## src/verilog/supervisor_pkg.sv

```systemverilog
// supervisor_pkg: shared constants for the supply supervisor and its host end
// assumes a 10 MHz system clock on both ends
package supervisor_pkg;
  // clock period in ns
  localparam int unsigned CLK_PERIOD_NS = 100;
  // number of monitored supply inputs
  localparam int unsigned SUPPLY_COUNT = 6;
  // reset release stretch, in ms
  localparam int unsigned RESET_STRETCH_MS = 200;
  localparam int unsigned RESET_STRETCH_CYC = RESET_STRETCH_MS * 1000000 / CLK_PERIOD_NS;
  // overvoltage release stretch, in us
  localparam int unsigned HIGH_STRETCH_US = 25;
  localparam int unsigned HIGH_STRETCH_CYC = HIGH_STRETCH_US * 1000 / CLK_PERIOD_NS;
  // manual reset glitch filter, in ns (about 100 ns rejected)
  localparam int unsigned MANUAL_FILTER_NS = 100;
  localparam int unsigned MANUAL_FILTER_CYC =
    (MANUAL_FILTER_NS + CLK_PERIOD_NS - 1) / CLK_PERIOD_NS + 1;
  // least manual reset pulse the host gives, in ns
  localparam int unsigned MANUAL_PULSE_NS = 1000;
  localparam int unsigned MANUAL_PULSE_CYC =
    (MANUAL_PULSE_NS + CLK_PERIOD_NS - 1) / CLK_PERIOD_NS;
  // least level time of a kick, in ns
  localparam int unsigned KICK_LEVEL_NS = 50;
  localparam int unsigned KICK_LEVEL_CYC =
    (KICK_LEVEL_NS + CLK_PERIOD_NS - 1) / CLK_PERIOD_NS;
  // initial and normal watchdog periods, in ms (102.4 s and 1.6 s)
  localparam longint unsigned INITIAL_DOG_MS = 102400;
  localparam longint unsigned NORMAL_DOG_MS = 1600;
  localparam longint unsigned INITIAL_DOG_CYC = INITIAL_DOG_MS * 1000000 / CLK_PERIOD_NS;
  localparam longint unsigned NORMAL_DOG_CYC = NORMAL_DOG_MS * 1000000 / CLK_PERIOD_NS;
  // counter widths
  localparam int unsigned DOG_CNT_W = 31;
  localparam int unsigned STRETCH_CNT_W = 21;
  // host kick interval default, in ms, inside the normal period
  localparam longint unsigned HOST_KICK_MS = 800;
  localparam longint unsigned HOST_KICK_CYC = HOST_KICK_MS * 1000000 / CLK_PERIOD_NS;
endpackage

```

## src/verilog/supervisor_if.sv

```systemverilog
// supervisor_if: pins between the supervisor and the host processor
// open-drain outputs carry a level and an enable; enable low means pulled low
`timescale 1ns/1ns
interface supervisor_if;
  // reset output, open drain
  logic rst_out;
  logic rst_oe_n;
  // overvoltage output, open drain
  logic high_fault_out;
  logic high_fault_oe_n;
  // watchdog expiry output, open drain
  logic dog_expired_out;
  logic dog_expired_oe_n;
  // host-driven inputs
  logic manual_rst_n;
  logic margin_n;
  logic dog_kick;
  // resolved levels, pulled up when released
  logic rst_n;
  logic high_fault_n;
  logic dog_expired_n;
  assign rst_n = rst_oe_n ? 1'b1 : rst_out;
  assign high_fault_n = high_fault_oe_n ? 1'b1 : high_fault_out;
  assign dog_expired_n = dog_expired_oe_n ? 1'b1 : dog_expired_out;
  modport device (
    output rst_out, rst_oe_n, high_fault_out, high_fault_oe_n,
    output dog_expired_out, dog_expired_oe_n,
    input manual_rst_n, margin_n, dog_kick
  );
  modport host (
    input rst_n, high_fault_n, dog_expired_n,
    output manual_rst_n, margin_n, dog_kick
  );
endinterface

```

## src/verilog/supply_supervisor.sv

```systemverilog
// supply_supervisor: digital core of a multi-supply supervisor with watchdog
// assumes comparator flags and pins are synchronous to i_clk; i_srst models power-up
//
// Summary of operation
// - reset low on undervoltage or manual reset
// - reset stays low 200ms after causes clear
// - overvoltage output low on any overvoltage
// - overvoltage output held 25us after clearing
// - expiry output low when no kick edge
// - either kick edge restarts the watchdog
// - margin low freezes reset output state
// - margin hold outranks manual reset
// - manual reset needs 1us, glitches ignored
// - manual reset reaches output about 300ns after the fall
// - kick levels last at least 50ns
// - idle inputs: controls high, kick low
// - expiry output may drive manual reset
// - initial period 102.4s, normal 1.6s
// - kick edge releases expiry output
`timescale 1ns/1ns
module supply_supervisor #(
  parameter longint unsigned INITIAL_DOG_CYC = supervisor_pkg::INITIAL_DOG_CYC,
  parameter longint unsigned NORMAL_DOG_CYC = supervisor_pkg::NORMAL_DOG_CYC,
  parameter int unsigned RESET_STRETCH_CYC = supervisor_pkg::RESET_STRETCH_CYC
) (
  // clock and power-up reset
  input wire logic i_clk,
  input wire logic i_srst,
  // comparator flags per supply
  input wire logic [supervisor_pkg::SUPPLY_COUNT-1:0] i_under,
  input wire logic [supervisor_pkg::SUPPLY_COUNT-1:0] i_over,
  // flags valid after the power-up delay
  input wire logic i_flags_valid,
  // pins
  supervisor_if.device pins
);
  // filter state for manual reset
  logic [3:0] manual_cnt;
  logic manual_active;
  // reset stretch state
  logic [supervisor_pkg::STRETCH_CNT_W-1:0] rst_cnt;
  logic rst_asserted;
  // overvoltage stretch state
  logic [supervisor_pkg::STRETCH_CNT_W-1:0] high_cnt;
  logic high_asserted;
  // watchdog state
  logic [supervisor_pkg::DOG_CNT_W-1:0] dog_cnt;
  logic kick_prev;
  logic kick_edge;
  logic dog_normal;
  logic dog_expired;
  // combined reset cause
  logic rst_cause;

  // manual reset glitch filter: low must persist to be recognised
  // a single low sample (about 100ns) never reaches the reset path
  // the host holds the pin low for at least 1us, well past the filter
  always_ff @(posedge i_clk)
  begin
    if (i_srst)
    begin
      manual_cnt <= 4'h0;
      manual_active <= 1'b0;
    end
    else if (pins.manual_rst_n)
    begin
      // high releases at once
      manual_cnt <= 4'h0;
      manual_active <= 1'b0;
    end
    else if (manual_cnt == 4'(supervisor_pkg::MANUAL_FILTER_CYC - 1))
    begin
      // held long enough: recognised, about 200ns after the fall
      manual_active <= 1'b1;
    end
    else
    begin
      manual_cnt <= manual_cnt + 4'h1;
    end
  end

  // reset cause: flags invalid, undervoltage or manual reset
  assign rst_cause = !i_flags_valid || (|i_under) || manual_active;

  // reset output with release stretch and margin freeze
  // margin is tested right after power-up reset so neither manual reset nor expiry can move the output
  always_ff @(posedge i_clk)
  begin
    if (i_srst)
    begin
      rst_asserted <= 1'b1;
      rst_cnt <= '0;
    end
    else if (!pins.margin_n)
    begin
      // margin holds state, overriding manual reset too
      rst_asserted <= rst_asserted;
    end
    else if (rst_cause)
    begin
      rst_asserted <= 1'b1;
      rst_cnt <= '0;
    end
    else if (rst_asserted)
    begin
      // count out the stretch after all causes clear
      if (rst_cnt == supervisor_pkg::STRETCH_CNT_W'(RESET_STRETCH_CYC - 1))
      begin
        rst_asserted <= 1'b0;
        rst_cnt <= '0;
      end
      else
      begin
        rst_cnt <= rst_cnt + 1'b1;
      end
    end
  end

  // overvoltage output with release stretch
  // over flags count only once the comparators report valid levels
  always_ff @(posedge i_clk)
  begin
    if (i_srst)
    begin
      high_asserted <= 1'b0;
      high_cnt <= '0;
    end
    else if (i_flags_valid && (|i_over))
    begin
      high_asserted <= 1'b1;
      high_cnt <= '0;
    end
    else if (high_asserted)
    begin
      // hold for the stretch after clearing
      if (high_cnt == supervisor_pkg::STRETCH_CNT_W'(supervisor_pkg::HIGH_STRETCH_CYC - 1))
      begin
        high_asserted <= 1'b0;
        high_cnt <= '0;
      end
      else
      begin
        high_cnt <= high_cnt + 1'b1;
      end
    end
  end

  // kick edge detection, either polarity
  // the previous level resets to the idle low level, so no false edge follows reset
  always_ff @(posedge i_clk)
  begin
    if (i_srst)
    begin
      kick_prev <= 1'b0; // idle kick reads low
    end
    else
    begin
      kick_prev <= pins.dog_kick;
    end
  end
  assign kick_edge = pins.dog_kick ^ kick_prev;

  // watchdog timer: initial period until the first kick, then normal
  // the counter stops once expired, so the flag stands until a kick or a reset
  // expiry never asserts reset here; the board loops it into manual reset
  always_ff @(posedge i_clk)
  begin
    if (i_srst || rst_asserted)
    begin
      // restart with the initial period after reset release
      dog_cnt <= '0;
      dog_normal <= 1'b0;
      dog_expired <= 1'b0;
    end
    else if (kick_edge)
    begin
      // a kick restarts the period and releases expiry
      dog_cnt <= '0;
      dog_normal <= 1'b1;
      dog_expired <= 1'b0;
    end
    else if (!dog_expired)
    begin
      if (dog_normal
          ? dog_cnt == supervisor_pkg::DOG_CNT_W'(NORMAL_DOG_CYC - 1)
          : dog_cnt == supervisor_pkg::DOG_CNT_W'(INITIAL_DOG_CYC - 1))
      begin
        dog_expired <= 1'b1;
        dog_cnt <= '0;
      end
      else
      begin
        dog_cnt <= dog_cnt + 1'b1;
      end
    end
  end

  // open-drain pins: drive low (enable low) while asserted
  // the levels are constant low and only the enables move, as on a real open drain
  // all enables come straight from registers, so the pins never glitch
  assign pins.rst_out = 1'b0;
  assign pins.rst_oe_n = !rst_asserted;
  assign pins.high_fault_out = 1'b0;
  assign pins.high_fault_oe_n = !high_asserted;
  assign pins.dog_expired_out = 1'b0;
  assign pins.dog_expired_oe_n = !dog_expired;
endmodule

```

## src/flat_wrapper.sv

```systemverilog
// flat-port wrapper written by rule: the top's interface ports become plain ports
module supply_supervisor_flat 
#(
  parameter longint unsigned INITIAL_DOG_CYC = supervisor_pkg::INITIAL_DOG_CYC,
  parameter longint unsigned NORMAL_DOG_CYC = supervisor_pkg::NORMAL_DOG_CYC,
  parameter int unsigned RESET_STRETCH_CYC = supervisor_pkg::RESET_STRETCH_CYC
)
  (i_clk, i_srst, i_under, i_over, i_flags_valid, pins_rst_out, pins_rst_oe_n, pins_high_fault_out, pins_high_fault_oe_n, pins_dog_expired_out, pins_dog_expired_oe_n, pins_manual_rst_n, pins_margin_n, pins_dog_kick);
  supervisor_if pins_i ();
  input wire logic i_clk;
  input wire logic i_srst;
  input wire logic [supervisor_pkg::SUPPLY_COUNT-1:0] i_under;
  input wire logic [supervisor_pkg::SUPPLY_COUNT-1:0] i_over;
  input wire logic i_flags_valid;
  output wire logic [$bits(pins_i.rst_out)-1:0] pins_rst_out;
  output wire logic [$bits(pins_i.rst_oe_n)-1:0] pins_rst_oe_n;
  output wire logic [$bits(pins_i.high_fault_out)-1:0] pins_high_fault_out;
  output wire logic [$bits(pins_i.high_fault_oe_n)-1:0] pins_high_fault_oe_n;
  output wire logic [$bits(pins_i.dog_expired_out)-1:0] pins_dog_expired_out;
  output wire logic [$bits(pins_i.dog_expired_oe_n)-1:0] pins_dog_expired_oe_n;
  input wire logic [$bits(pins_i.manual_rst_n)-1:0] pins_manual_rst_n;
  input wire logic [$bits(pins_i.margin_n)-1:0] pins_margin_n;
  input wire logic [$bits(pins_i.dog_kick)-1:0] pins_dog_kick;
  assign pins_rst_out = pins_i.rst_out;
  assign pins_rst_oe_n = pins_i.rst_oe_n;
  assign pins_high_fault_out = pins_i.high_fault_out;
  assign pins_high_fault_oe_n = pins_i.high_fault_oe_n;
  assign pins_dog_expired_out = pins_i.dog_expired_out;
  assign pins_dog_expired_oe_n = pins_i.dog_expired_oe_n;
  assign pins_i.manual_rst_n = pins_manual_rst_n;
  assign pins_i.margin_n = pins_margin_n;
  assign pins_i.dog_kick = pins_dog_kick;
  supply_supervisor #(.INITIAL_DOG_CYC(INITIAL_DOG_CYC), .NORMAL_DOG_CYC(NORMAL_DOG_CYC), .RESET_STRETCH_CYC(RESET_STRETCH_CYC)) u_core (.i_clk(i_clk), .i_srst(i_srst), .i_under(i_under), .i_over(i_over), .i_flags_valid(i_flags_valid), .pins(pins_i));
endmodule
```

## config.mk

```make
export PLATFORM = sky130hd
export DESIGN_NAME = supply_supervisor_flat
export DESIGN_NICKNAME = d
export VERILOG_FILES = /design/src/verilog/supervisor_pkg.sv /design/src/verilog/supervisor_if.sv /design/src/verilog/supply_supervisor.sv /design/src/flat_wrapper.sv
export SDC_FILE = /design/constraint.sdc
export NUM_CORES = 1
export LEC_CHECK = 0
export ABC_CLOCK_PERIOD_IN_PS = 2500
export BUFFER_PORTS_ARGS = -buffer_cell sky130_fd_sc_hd__buf_4
export CAP_MARGIN = 10
export CORE_UTILIZATION = 25
export CTS_CLUSTER_SIZE = 8
export DETAILED_ROUTE_END_ITERATION = 10
export GPL_ROUTABILITY_DRIVEN = 1
export SETUP_SLACK_MARGIN = 0.3
export SYNTH_ARGS = -nofsm -noshare
export SYNTH_HDL_FRONTEND = slang
export SYNTH_SLANG_ARGS = --single-unit
```

## constraint.sdc

```tcl
create_clock -name i_clk -period 2.5 [get_ports i_clk]
set_input_delay 0.125 -clock i_clk [delete_from_list [all_inputs] [get_ports i_clk]]
set_output_delay 0.125 -clock i_clk [all_outputs]
set_load 0.05 [all_outputs]
```

==> results.sh, run 1 <==
export IMPL_p_leak_nw=1.52
export IMPL_hold_viol_final=0
export IMPL_die_h_um=130
export IMPL_dp_cells=718
export IMPL_fmax_mhz=479
export IMPL_core_mm2=0.0159
export IMPL_cts_setup_buffers=0
export IMPL_grt_antenna_before_repair=0
export IMPL_max_slew_worst_pin_slew_ns=0.623
export IMPL_grt_max_degree=24
export IMPL_drive_gt1_share_pct=12.1
export IMPL_via_per_inst=4.59
export IMPL_fin_tns_setup_ns=0
export IMPL_grt_pass1_wl_um=14700
export IMPL_clock_sinks=83
export IMPL_fin_crit_sh_pct=83.6
export IMPL_final_cell_mix="nor2_1 (84), dfxtp_1 (82), nand2_1 (39)"
export IMPL_die_area_mm2=0.0170
export IMPL_initialDrtViolationCount=214
export IMPL_die_x_um=130
export IMPL_slew_headroom_pct=58.1
export IMPL_layout_commonest_cell="nor2_1"
export IMPL_synth_async_reset_ratio_pct=0
export IMPL_syn_to_final_growth_pct=18.0
export IMPL_cts_root_buf="clkbuf_16"
export IMPL_wire_per_inst_um=11.5
export IMPL_n_antenna_cell=0
export IMPL_worstSetupPathType="flop to flop"
export IMPL_setup_slack_ns=0.411
export IMPL_outcome="complete, no violations"
export IMPL_cts_buffers=9
export IMPL_routed_wl_um=8450
export IMPL_track_usage_pct=11.0
export IMPL_instances_no_fill=736
export IMPL_peakVddDrop_v=0.000344
export IMPL_hpwl_um=5810
export IMPL_initial_core_util_pct=25.8
export IMPL_htreeDepth=3
export IMPL_cts_tree="built"
export IMPL_ys_ff_latch=83
export IMPL_crit_required_ns=2.73
export IMPL_placementRows=46
export IMPL_synthCells=493
export IMPL_grt_pass1_vias=3222
export IMPL_maxCapViolations=0
export IMPL_setup_viol_count_final=0
export IMPL_period_minus_slack_ns=2.09
export IMPL_yosysSeqAreaShare_pct=40.4
export IMPL_rsz0062_at_grt="no"
export IMPL_critPathLaunchType="flop"
export IMPL_netlist_area_leader_share_pct=40.4
export IMPL_yosysUniqueCellTypes=58
export IMPL_synth_edff_count=0
export IMPL_synth_top_area_cell="dfxtp_1"
export IMPL_insertion_delay_ns=0.34
export IMPL_drv_slew=0
export IMPL_cp_end_kind="flop"
export IMPL_synthTopCellsByArea="dfxtp_1 (40%), nor2_1 (7.7%), xnor2_1 (6.8%)"
export IMPL_via_count=3379
export IMPL_place_ws_ns=0.326
export IMPL_ys_warn_count=0
export IMPL_port_buffers=20
export IMPL_firstDrtPassIters=4
export IMPL_synth_top_flop_cell="dfxtp_1"
export IMPL_worstPathArrival_ns=2.32
export IMPL_gp_congestion=0.877
export IMPL_synth_area_mm2=0.00411
export IMPL_post_route_drc_count=0
export IMPL_io_pins=24
export IMPL_worst_path_max_fanout=6
export IMPL_postSynthAreaPerCell_um2=8.34
export IMPL_min_path_type="input pin to flop"
export IMPL_p_per_area_mw_per_mm2=584
export IMPL_clockBufferDepth=2
export IMPL_ant_nets=0
export IMPL_path_clk_slew_ns=0.06
export IMPL_final_nets=539
export IMPL_finClkSkew_ns=0.00458
export IMPL_grt_overflow_total=0
## Yosys cell counts, types with 4 or more instances
cell type,n
a21oi_1,6
a31oi_1,4
and3_1,5
and4_1,5
buf_2,8
clkbuf_1,12
dfxtp_1,83
ha_1,6
inv_1,16
nand2_1,39
nand2b_1,6
nand3_1,28
nand4_1,17
nand4b_1,4
nor2_1,84
nor2b_1,4
nor3_1,17
nor4_1,21
o21ai_0,6
or4_1,6
xnor2_1,32
xor2_1,28
## kinds of logic (layout without fill, tap and decap cells)
kind of cell	after synthesis	in the layout	synth area share, %
and+or+nand+nor	263	263	33.6
DFF	83	83	40.4
xor gates and xnor gates	60	60	12.8
AOI/OAI and AO/OA	41	42	7.18
buffers and inverters	39	63	4.08
adders and majority gates	6	6	1.83
other	1	3	0.0912
## final timing paths
path	startpoint	endpoint	slack [ns]	cells past startpoint
worst max register to register	u_core.rst_cnt[3]	u_core.rst_cnt[17]	0.41	5
worst min register to register	u_core.dog_cnt[1]	u_core.dog_cnt[1]	0.50	2
worst min-delay path	i_srst	u_core.high_asserted	0.02	2
worst max-delay path	u_core.rst_cnt[3]	u_core.rst_cnt[17]	0.41	5
## power breakdown
part / total [W] / switching (W) / leakage, nW / internal (W)
Clock: 0.00139 / 0.000521 / 0.156 / 0.000868
Sequential: 0.00134 / 0.00000627 / 0.670 / 0.00133
Combinational: 0.000108 / 0.0000643 / 0.695 / 0.0000433
Total: 0.00283 / 0.000591 / 1.52 / 0.00224
## repair_timing
action | CTS | global route
resized for setup | 0 | 4
hold buffers | 1 | 0
setup endpoints to repair | 0 | 15
endpoints found under the hold margin | 5 | 0
## layer usage
| layer | up-vias | GRT usage (%) | share of wire, % |
|---|---|---|---|
| met4 | 0 | 5.20 | 1.2 |
| li1 | 1772 | - | - |
| met3 | 9 | 2.95 | 2.5 |
| met2 | 48 | 16.8 | 45 |
| met1 | 1550 | 14.3 | 52 |
| met5 | - | 0 | 0 |
## flip-flops by register name, indices dropped and copies added, names as in the netlist
register	flops
u_core.dog_expired	1
u_core.manual_active	1
u_core.rst_asserted	1
u_core.dog_cnt	31
u_core.high_asserted	1
u_core.dog_normal	1
u_core.rst_cnt	21
u_core.kick_prev	1
u_core.manual_cnt	4
u_core.high_cnt	21
## area by class of cell
class                      instances  area (um^2)
multi-input combinational        374         2310
sequential                        83         1660
clock buffer                      10          229
inverter                          16         60.1
clock inverter                     6         80.1
timing repair buffer              31          235
tap                              216          270
fill                            1666        11100
## stage by stage
step / utilization (%) / power (W) / hold WS (ns) / instance area [um^2]
3_3_place_gp: 28.3 / 0.00147 / 0.341 / 4510
6_report: 30.4 / 0.00283 / 0.0165 / 4850
5_1_grt: 30.4 / 0.00294 / 0.0211 / 4850
4_1_cts: 30.3 / 0.00287 / 0.00701 / 4830
2_1_floorplan: - / 0.00143 / 0.198 / 4120
3_5_place_dp: 28.3 / 0.00147 / 0.339 / 4510
## worst max-delay path: stages, from the launching register on
cell     delay (ns)
dfxtp_1        0.41
nand4_2        0.18
or4_1          0.66
or3_4          0.43
nor2b_1        0.14
o22a_1         0.17
No activity file was read; power rests on OpenSTA's default activity.
==> run 2, diff against run 1 <==
ABC_CLOCK_PERIOD_IN_PS = 1850   (was 2500)
clock period = 1.85 ns   (was 2.5 ns; I/O delays follow)
==> run 2 against run 1 <==
Net effect:
- the run now ends with setup timing left
- utilization increased by 8.3 points
- via count up 14%
- sequential share of layout area down 6.2 points
- non-clock buffer count up 67
- clock-buffer cell count down 1
- die area is the same
- clock power grew 47%
- critical path type unchanged
==> results.sh, run 2 (same netlist as run 1, synthesis figures left out) <==
export IMPL_outcome="finished with violations"
export IMPL_violations="setup timing"
export IMPL_gp_congestion=0.805
export IMPL_worstSetupPathType="flop to flop"
export IMPL_core_mm2=0.0159
export IMPL_layout_commonest_cell="buf_4"
export IMPL_reg_top3="u_core.dog_cnt: 31 flops, u_core.high_cnt: 21 flops, u_core.rst_cnt: 21 flops"
export IMPL_reg2reg_slack_ns=-0.06
export IMPL_period_minus_slack_ns=1.91
export IMPL_placementRows=46
export IMPL_r2r_cells=6
export IMPL_grt_overflow_total=0
export IMPL_combPwrFrac_pct=4.9
export IMPL_initial_core_util_pct=25.8
export IMPL_routed_wl_um=10800
export IMPL_post_route_drc_count=0
export IMPL_drv_slew=0
export IMPL_cts_tree="built"
export IMPL_die_x_um=130
export IMPL_grt_antenna_before_repair=0
export IMPL_clockBufferDepth=2
export IMPL_setup_slack_ns=-0.0630
export IMPL_path_clk_slew_ns=0.06
export IMPL_cts_root_buf="clkbuf_16"
export IMPL_clock_sinks=83
export IMPL_worstPathArrival_ns=2.13
export IMPL_regArea_mm2=0.00173
export IMPL_final_nets=605
export IMPL_crit_required_ns=2.07
export IMPL_finClkSkew_ns=0.00584
export IMPL_fillerInstances=1556
export IMPL_placed_area_mm2=0.00499
export IMPL_io_pins=24
export IMPL_hold_path_depth=2
export IMPL_fin_crit_sh_pct=103
export IMPL_stdcell_area_mm2=0.00618
export IMPL_syn_to_final_growth_pct=50.2
export IMPL_critPathLaunchType="flop"
export IMPL_maxCapViolations=0
export IMPL_p_int_w=0.00318
export IMPL_setup_viol_count_final=30
export IMPL_regToRegStartpoint="u_core.dog_cnt[14]"
export IMPL_r2r_end="u_core.dog_cnt[28]"
export IMPL_via_per_inst=4.79
export IMPL_n_antenna_cell=0
export IMPL_die_h_um=130
export IMPL_final_cell_mix="buf_4 (79), dfxtp_1 (47), nor2_1 (41)"
export IMPL_track_usage_pct=13.2
export IMPL_utilization_pct=38.7
export IMPL_peakVddDrop_v=0.000532
export IMPL_p_per_area_mw_per_mm2=652
export IMPL_hold_end="u_core.rst_cnt[4]"
export IMPL_grt_pass1_wl_um=17800
export IMPL_ant_nets=0
export IMPL_largest_reg_flops=31
export IMPL_cp_end_kind="flop"
export IMPL_hold_viol_final=0
export IMPL_p_seq_share_pct=44.5
export IMPL_cts_buffers=9
export IMPL_firstDrtPassIters=4
export IMPL_port_buffers=20
export IMPL_top_register="u_core.dog_cnt"
export IMPL_insertion_delay_ns=0.34
export IMPL_switchingPower_w=0.000848
export IMPL_hpwl_um=7210
export IMPL_grt_max_degree=15
export IMPL_wire_per_inst_um=13.4
export IMPL_rsz0062_at_grt="yes"
export IMPL_worst_path_max_fanout=7
export IMPL_clkPwrFrac_pct=50.7
export IMPL_hold_start="pins_margin_n"
export IMPL_drive_gt1_share_pct=43.9
export IMPL_p_leak_nw=2.06
export IMPL_fmax_mhz=523
export IMPL_grt_pass1_vias=3788
export IMPL_initialDrtViolationCount=216
export IMPL_die_area_mm2=0.0170
export IMPL_htreeDepth=3
export IMPL_multi_input_area_mm2=0.00296
export IMPL_via_count=3839
export IMPL_switching_share_pct=21.1
export IMPL_min_path_type="input pin to flop"
run 2: power groups by stage:
stage | clock (W) | sequential, W | combinational [W]
6_report | 0.00204 | 0.00179 | 0.000196
5_1_grt | 0.00217 | 0.00179 | 0.000212
4_1_cts | 0.00210 | 0.00179 | 0.000173
3_5_place_dp | 0 | 0.00184 | 0.000158
3_3_place_gp | 0 | 0.00184 | 0.000155
2_1_floorplan | 0 | 0.00184 | 0.0000994
run 2: final cells by class:
cell class / count / share of cell area, %
tap: 216 / 4.38
clock inverter: 7 / 1.88
multi-input combinational: 373 / 47.8
clock buffer: 9 / 3.65
sequential: 83 / 28.1
inverter: 16 / 1.03
timing repair buffer: 98 / 13.1
run 2: worst max-delay path by stage:
stage                             startpoint            endpoint  slack (ns)  cells past startpoint
after floorplan            u_core.rst_cnt[5]  u_core.rst_cnt[17]      -0.007                      6
after global placement     u_core.rst_cnt[6]  u_core.rst_cnt[18]       0.002                      6
after detailed placement   u_core.rst_cnt[6]  u_core.rst_cnt[16]       -0.04                      6
after CTS                  u_core.dog_cnt[0]  u_core.dog_cnt[29]        0.06                      7
after global routing      u_core.dog_cnt[14]  u_core.dog_cnt[28]       -0.12                      6
final                     u_core.dog_cnt[14]  u_core.dog_cnt[28]       -0.06                      6
run 2: critical path, cell delays in order, from the launching register on:
cell      delay (ns)
dfxtp_4         0.36
nor4b_2         0.28
o2bb2a_2        0.24
a2111o_1        0.41
o21bai_4        0.28
buf_6           0.19
nor2_2          0.04
run 2: metrics by stage:
stage	cells	power (W)	worst slack, ns	hold slack (ns)	TNS [ns]
after global placement	762	0.00200	0.00233	0.296	0
after CTS	795	0.00406	0.0635	0.00814	0
after floorplan	495	0.00194	-0.00745	0.165	-0.00745
after global routing	802	0.00417	-0.121	0.0150	-3.08
final	802	0.00403	-0.0630	0.0188	-1.29
after detailed placement	762	0.00200	-0.0373	0.312	-0.0580
run 2: layer usage:
layer  GRT usage [%]  wire [um]  up-vias  share of wire [%]
met2            23.1       5520       80                 51
met1            15.4       4640     1840                 43
met5               0          0        -                  0
li1                -          -     1904                  -
met4            5.34        186        0                1.7
met3            3.08        418       15                3.9
run 2: repair_timing:
action	CTS	global route
gates resized for setup	83	86
pin swaps	49	37
cloned	2	0
setup buffers	12	7
hold buffers	3	0
endpoints found under the setup margin	72	75
hold endpoints to repair	7	0
==> run 3, diff against run 2 <==
RECOVER_POWER = 50   (was unset)
==> run 3 against run 2 <==
Net effect:
- non-clock buffer count is the same
- clock power about the same
- critical endpoint unchanged
- clock-buffer cell count unchanged
- sequential cell count did not move
- worst setup slack worse by 0.0028 ns
- clock skew stayed put
- the flow still finishes with violations (setup timing)
- final cell count unchanged
- largest cell class unchanged
- first-iteration DRC count is 8.8% higher
- sequential power about the same
==> results.sh, run 3 (same netlist as run 1, synthesis figures left out) <==
export IMPL_routed_wl_um=10800
export IMPL_grt_pass1_vias=3788
export IMPL_syn_to_final_growth_pct=48.8
export IMPL_port_buffers=20
export IMPL_n_antenna_cell=0
export IMPL_utilization_pct=38.4
export IMPL_slew_headroom_pct=57.4
export IMPL_violations="setup timing"
export IMPL_hold_viol_final=0
export IMPL_grt_overflow_total=0
export IMPL_gp_congestion=0.805
export IMPL_rsz0062_at_grt="yes"
export IMPL_die_area_mm2=0.0170
export IMPL_largest_reg_flops=31
export IMPL_drive_gt1_share_pct=42.7
export IMPL_setup_viol_count_final=30
export IMPL_worst_path_max_fanout=7
export IMPL_max_slew_worst_pin_slew_ns=0.639
export IMPL_grt_max_degree=15
export IMPL_via_count=3828
export IMPL_io_pins=24
export IMPL_min_path_type="input pin to flop"
export IMPL_final_cell_mix="buf_4 (75), dfxtp_1 (47), nor2_1 (42)"
export IMPL_fin_crit_sh_pct=104
export IMPL_grt_pass1_wl_um=17800
export IMPL_critPathLaunchType="flop"
export IMPL_crit_required_ns=2.07
export IMPL_cts_tree="built"
export IMPL_drv_slew=0
export IMPL_firstDrtPassIters=4
export IMPL_die_x_um=130
export IMPL_via_per_inst=4.77
export IMPL_core_mm2=0.0159
export IMPL_wire_per_inst_um=13.4
export IMPL_p_per_area_mw_per_mm2=657
export IMPL_outcome="finished with violations"
export IMPL_fmax_mhz=522
export IMPL_peakVddDrop_v=0.000531
export IMPL_layout_commonest_cell="buf_4"
export IMPL_maxCapViolations=0
export IMPL_final_nets=605
export IMPL_placementRows=46
export IMPL_track_usage_pct=13.2
export IMPL_cts_buffers=9
export IMPL_clockBufferDepth=2
export IMPL_ant_nets=0
export IMPL_p_leak_nw=2.03
export IMPL_worstSetupPathType="flop to flop"
export IMPL_initial_core_util_pct=25.8
export IMPL_cp_end_kind="flop"
export IMPL_top_register="u_core.dog_cnt"
export IMPL_worstPathArrival_ns=2.14
export IMPL_hpwl_um=7210
export IMPL_p_total_w=0.00402
export IMPL_die_h_um=130
export IMPL_htreeDepth=3
export IMPL_cts_root_buf="clkbuf_16"
export IMPL_period_minus_slack_ns=1.92
export IMPL_initialDrtViolationCount=235
export IMPL_reg_top3="u_core.dog_cnt: 31 flops, u_core.high_cnt: 21 flops, u_core.rst_cnt: 21 flops"
export IMPL_path_clk_slew_ns=0.06
export IMPL_grt_antenna_before_repair=0
export IMPL_finClkSkew_ns=0.00584
export IMPL_setup_slack_ns=-0.0659
export IMPL_post_route_drc_count=0
export IMPL_clock_sinks=83
export IMPL_insertion_delay_ns=0.34
[run 3: through the flow]
step	setup WS, ns	cells	TNS, ns	hold WS [ns]	instance area, um^2
4_1_cts	0.0635	795	0	0.00814	5790
6_report	-0.0659	802	-1.39	0.0219	6120
5_1_grt	-0.121	802	-3.08	0.0150	6120
3_5_place_dp	-0.0373	762	-0.0580	0.312	4990
3_3_place_gp	0.00233	762	0	0.296	4990
2_1_floorplan	-0.00745	495	-0.00745	0.165	4310
[run 3: final timing paths]
check | end | cells after the start | from | slack [ns]
setup / recovery | u_core.dog_cnt[28] | 6 | u_core.dog_cnt[14] | -0.07
hold / removal | u_core.rst_cnt[4] | 2 | pins_margin_n | 0.02
setup reg to reg | u_core.dog_cnt[28] | 6 | u_core.dog_cnt[14] | -0.07
hold reg to reg | u_core.manual_active | 2 | u_core.manual_active | 0.52
[run 3: area by class of cell]
cell class,count,area [um^2]
flip-flops and latches,83,1730
clock inverters,7,116
well taps,216,270
multi-input cells,373,2920
fillers,1563,9820
inverters,16,63.8
clock buffers,9,225
repair buffers,98,786
[run 3: critical path, cell delays in order (launching register included)]
cell and delay (ns):
dfxtp_4 0.36, nor4b_2 0.28, o2bb2a_2 0.24, a2111o_1 0.41, o21bai_4 0.28, buf_6 0.19
nor2_2 0.04
[run 3: repair_timing]
action / CTS / global route
endpoints found under the hold margin: 7 / 0
hold buffers: 3 / 0
pin swaps: 49 / 37
gates cloned: 2 / 0
endpoints found under the setup margin: 72 / 75
resized for setup: 83 / 86
buffers inserted: 12 / 7
[run 3: routing by layer]
layer | vias up | part of all wire, % | track usage [%]
met1 | 1847 | 44 | 15.4
li1 | 1900 | - | -
met4 | 0 | 1.7 | 5.34
met5 | - | 0 | 0
met2 | 67 | 51 | 23.1
met3 | 14 | 3.5 | 3.08
[run 3: power by group]
| part | total (W) | switching [W] | leakage [nW] | internal (W) |
|---|---|---|---|---|
| clock | 0.00204 | 0.000725 | 0.165 | 0.00132 |
| sequential | 0.00179 | 0.00000946 | 0.690 | 0.00178 |
| combinational | 0.000188 | 0.000112 | 1.18 | 0.0000760 |
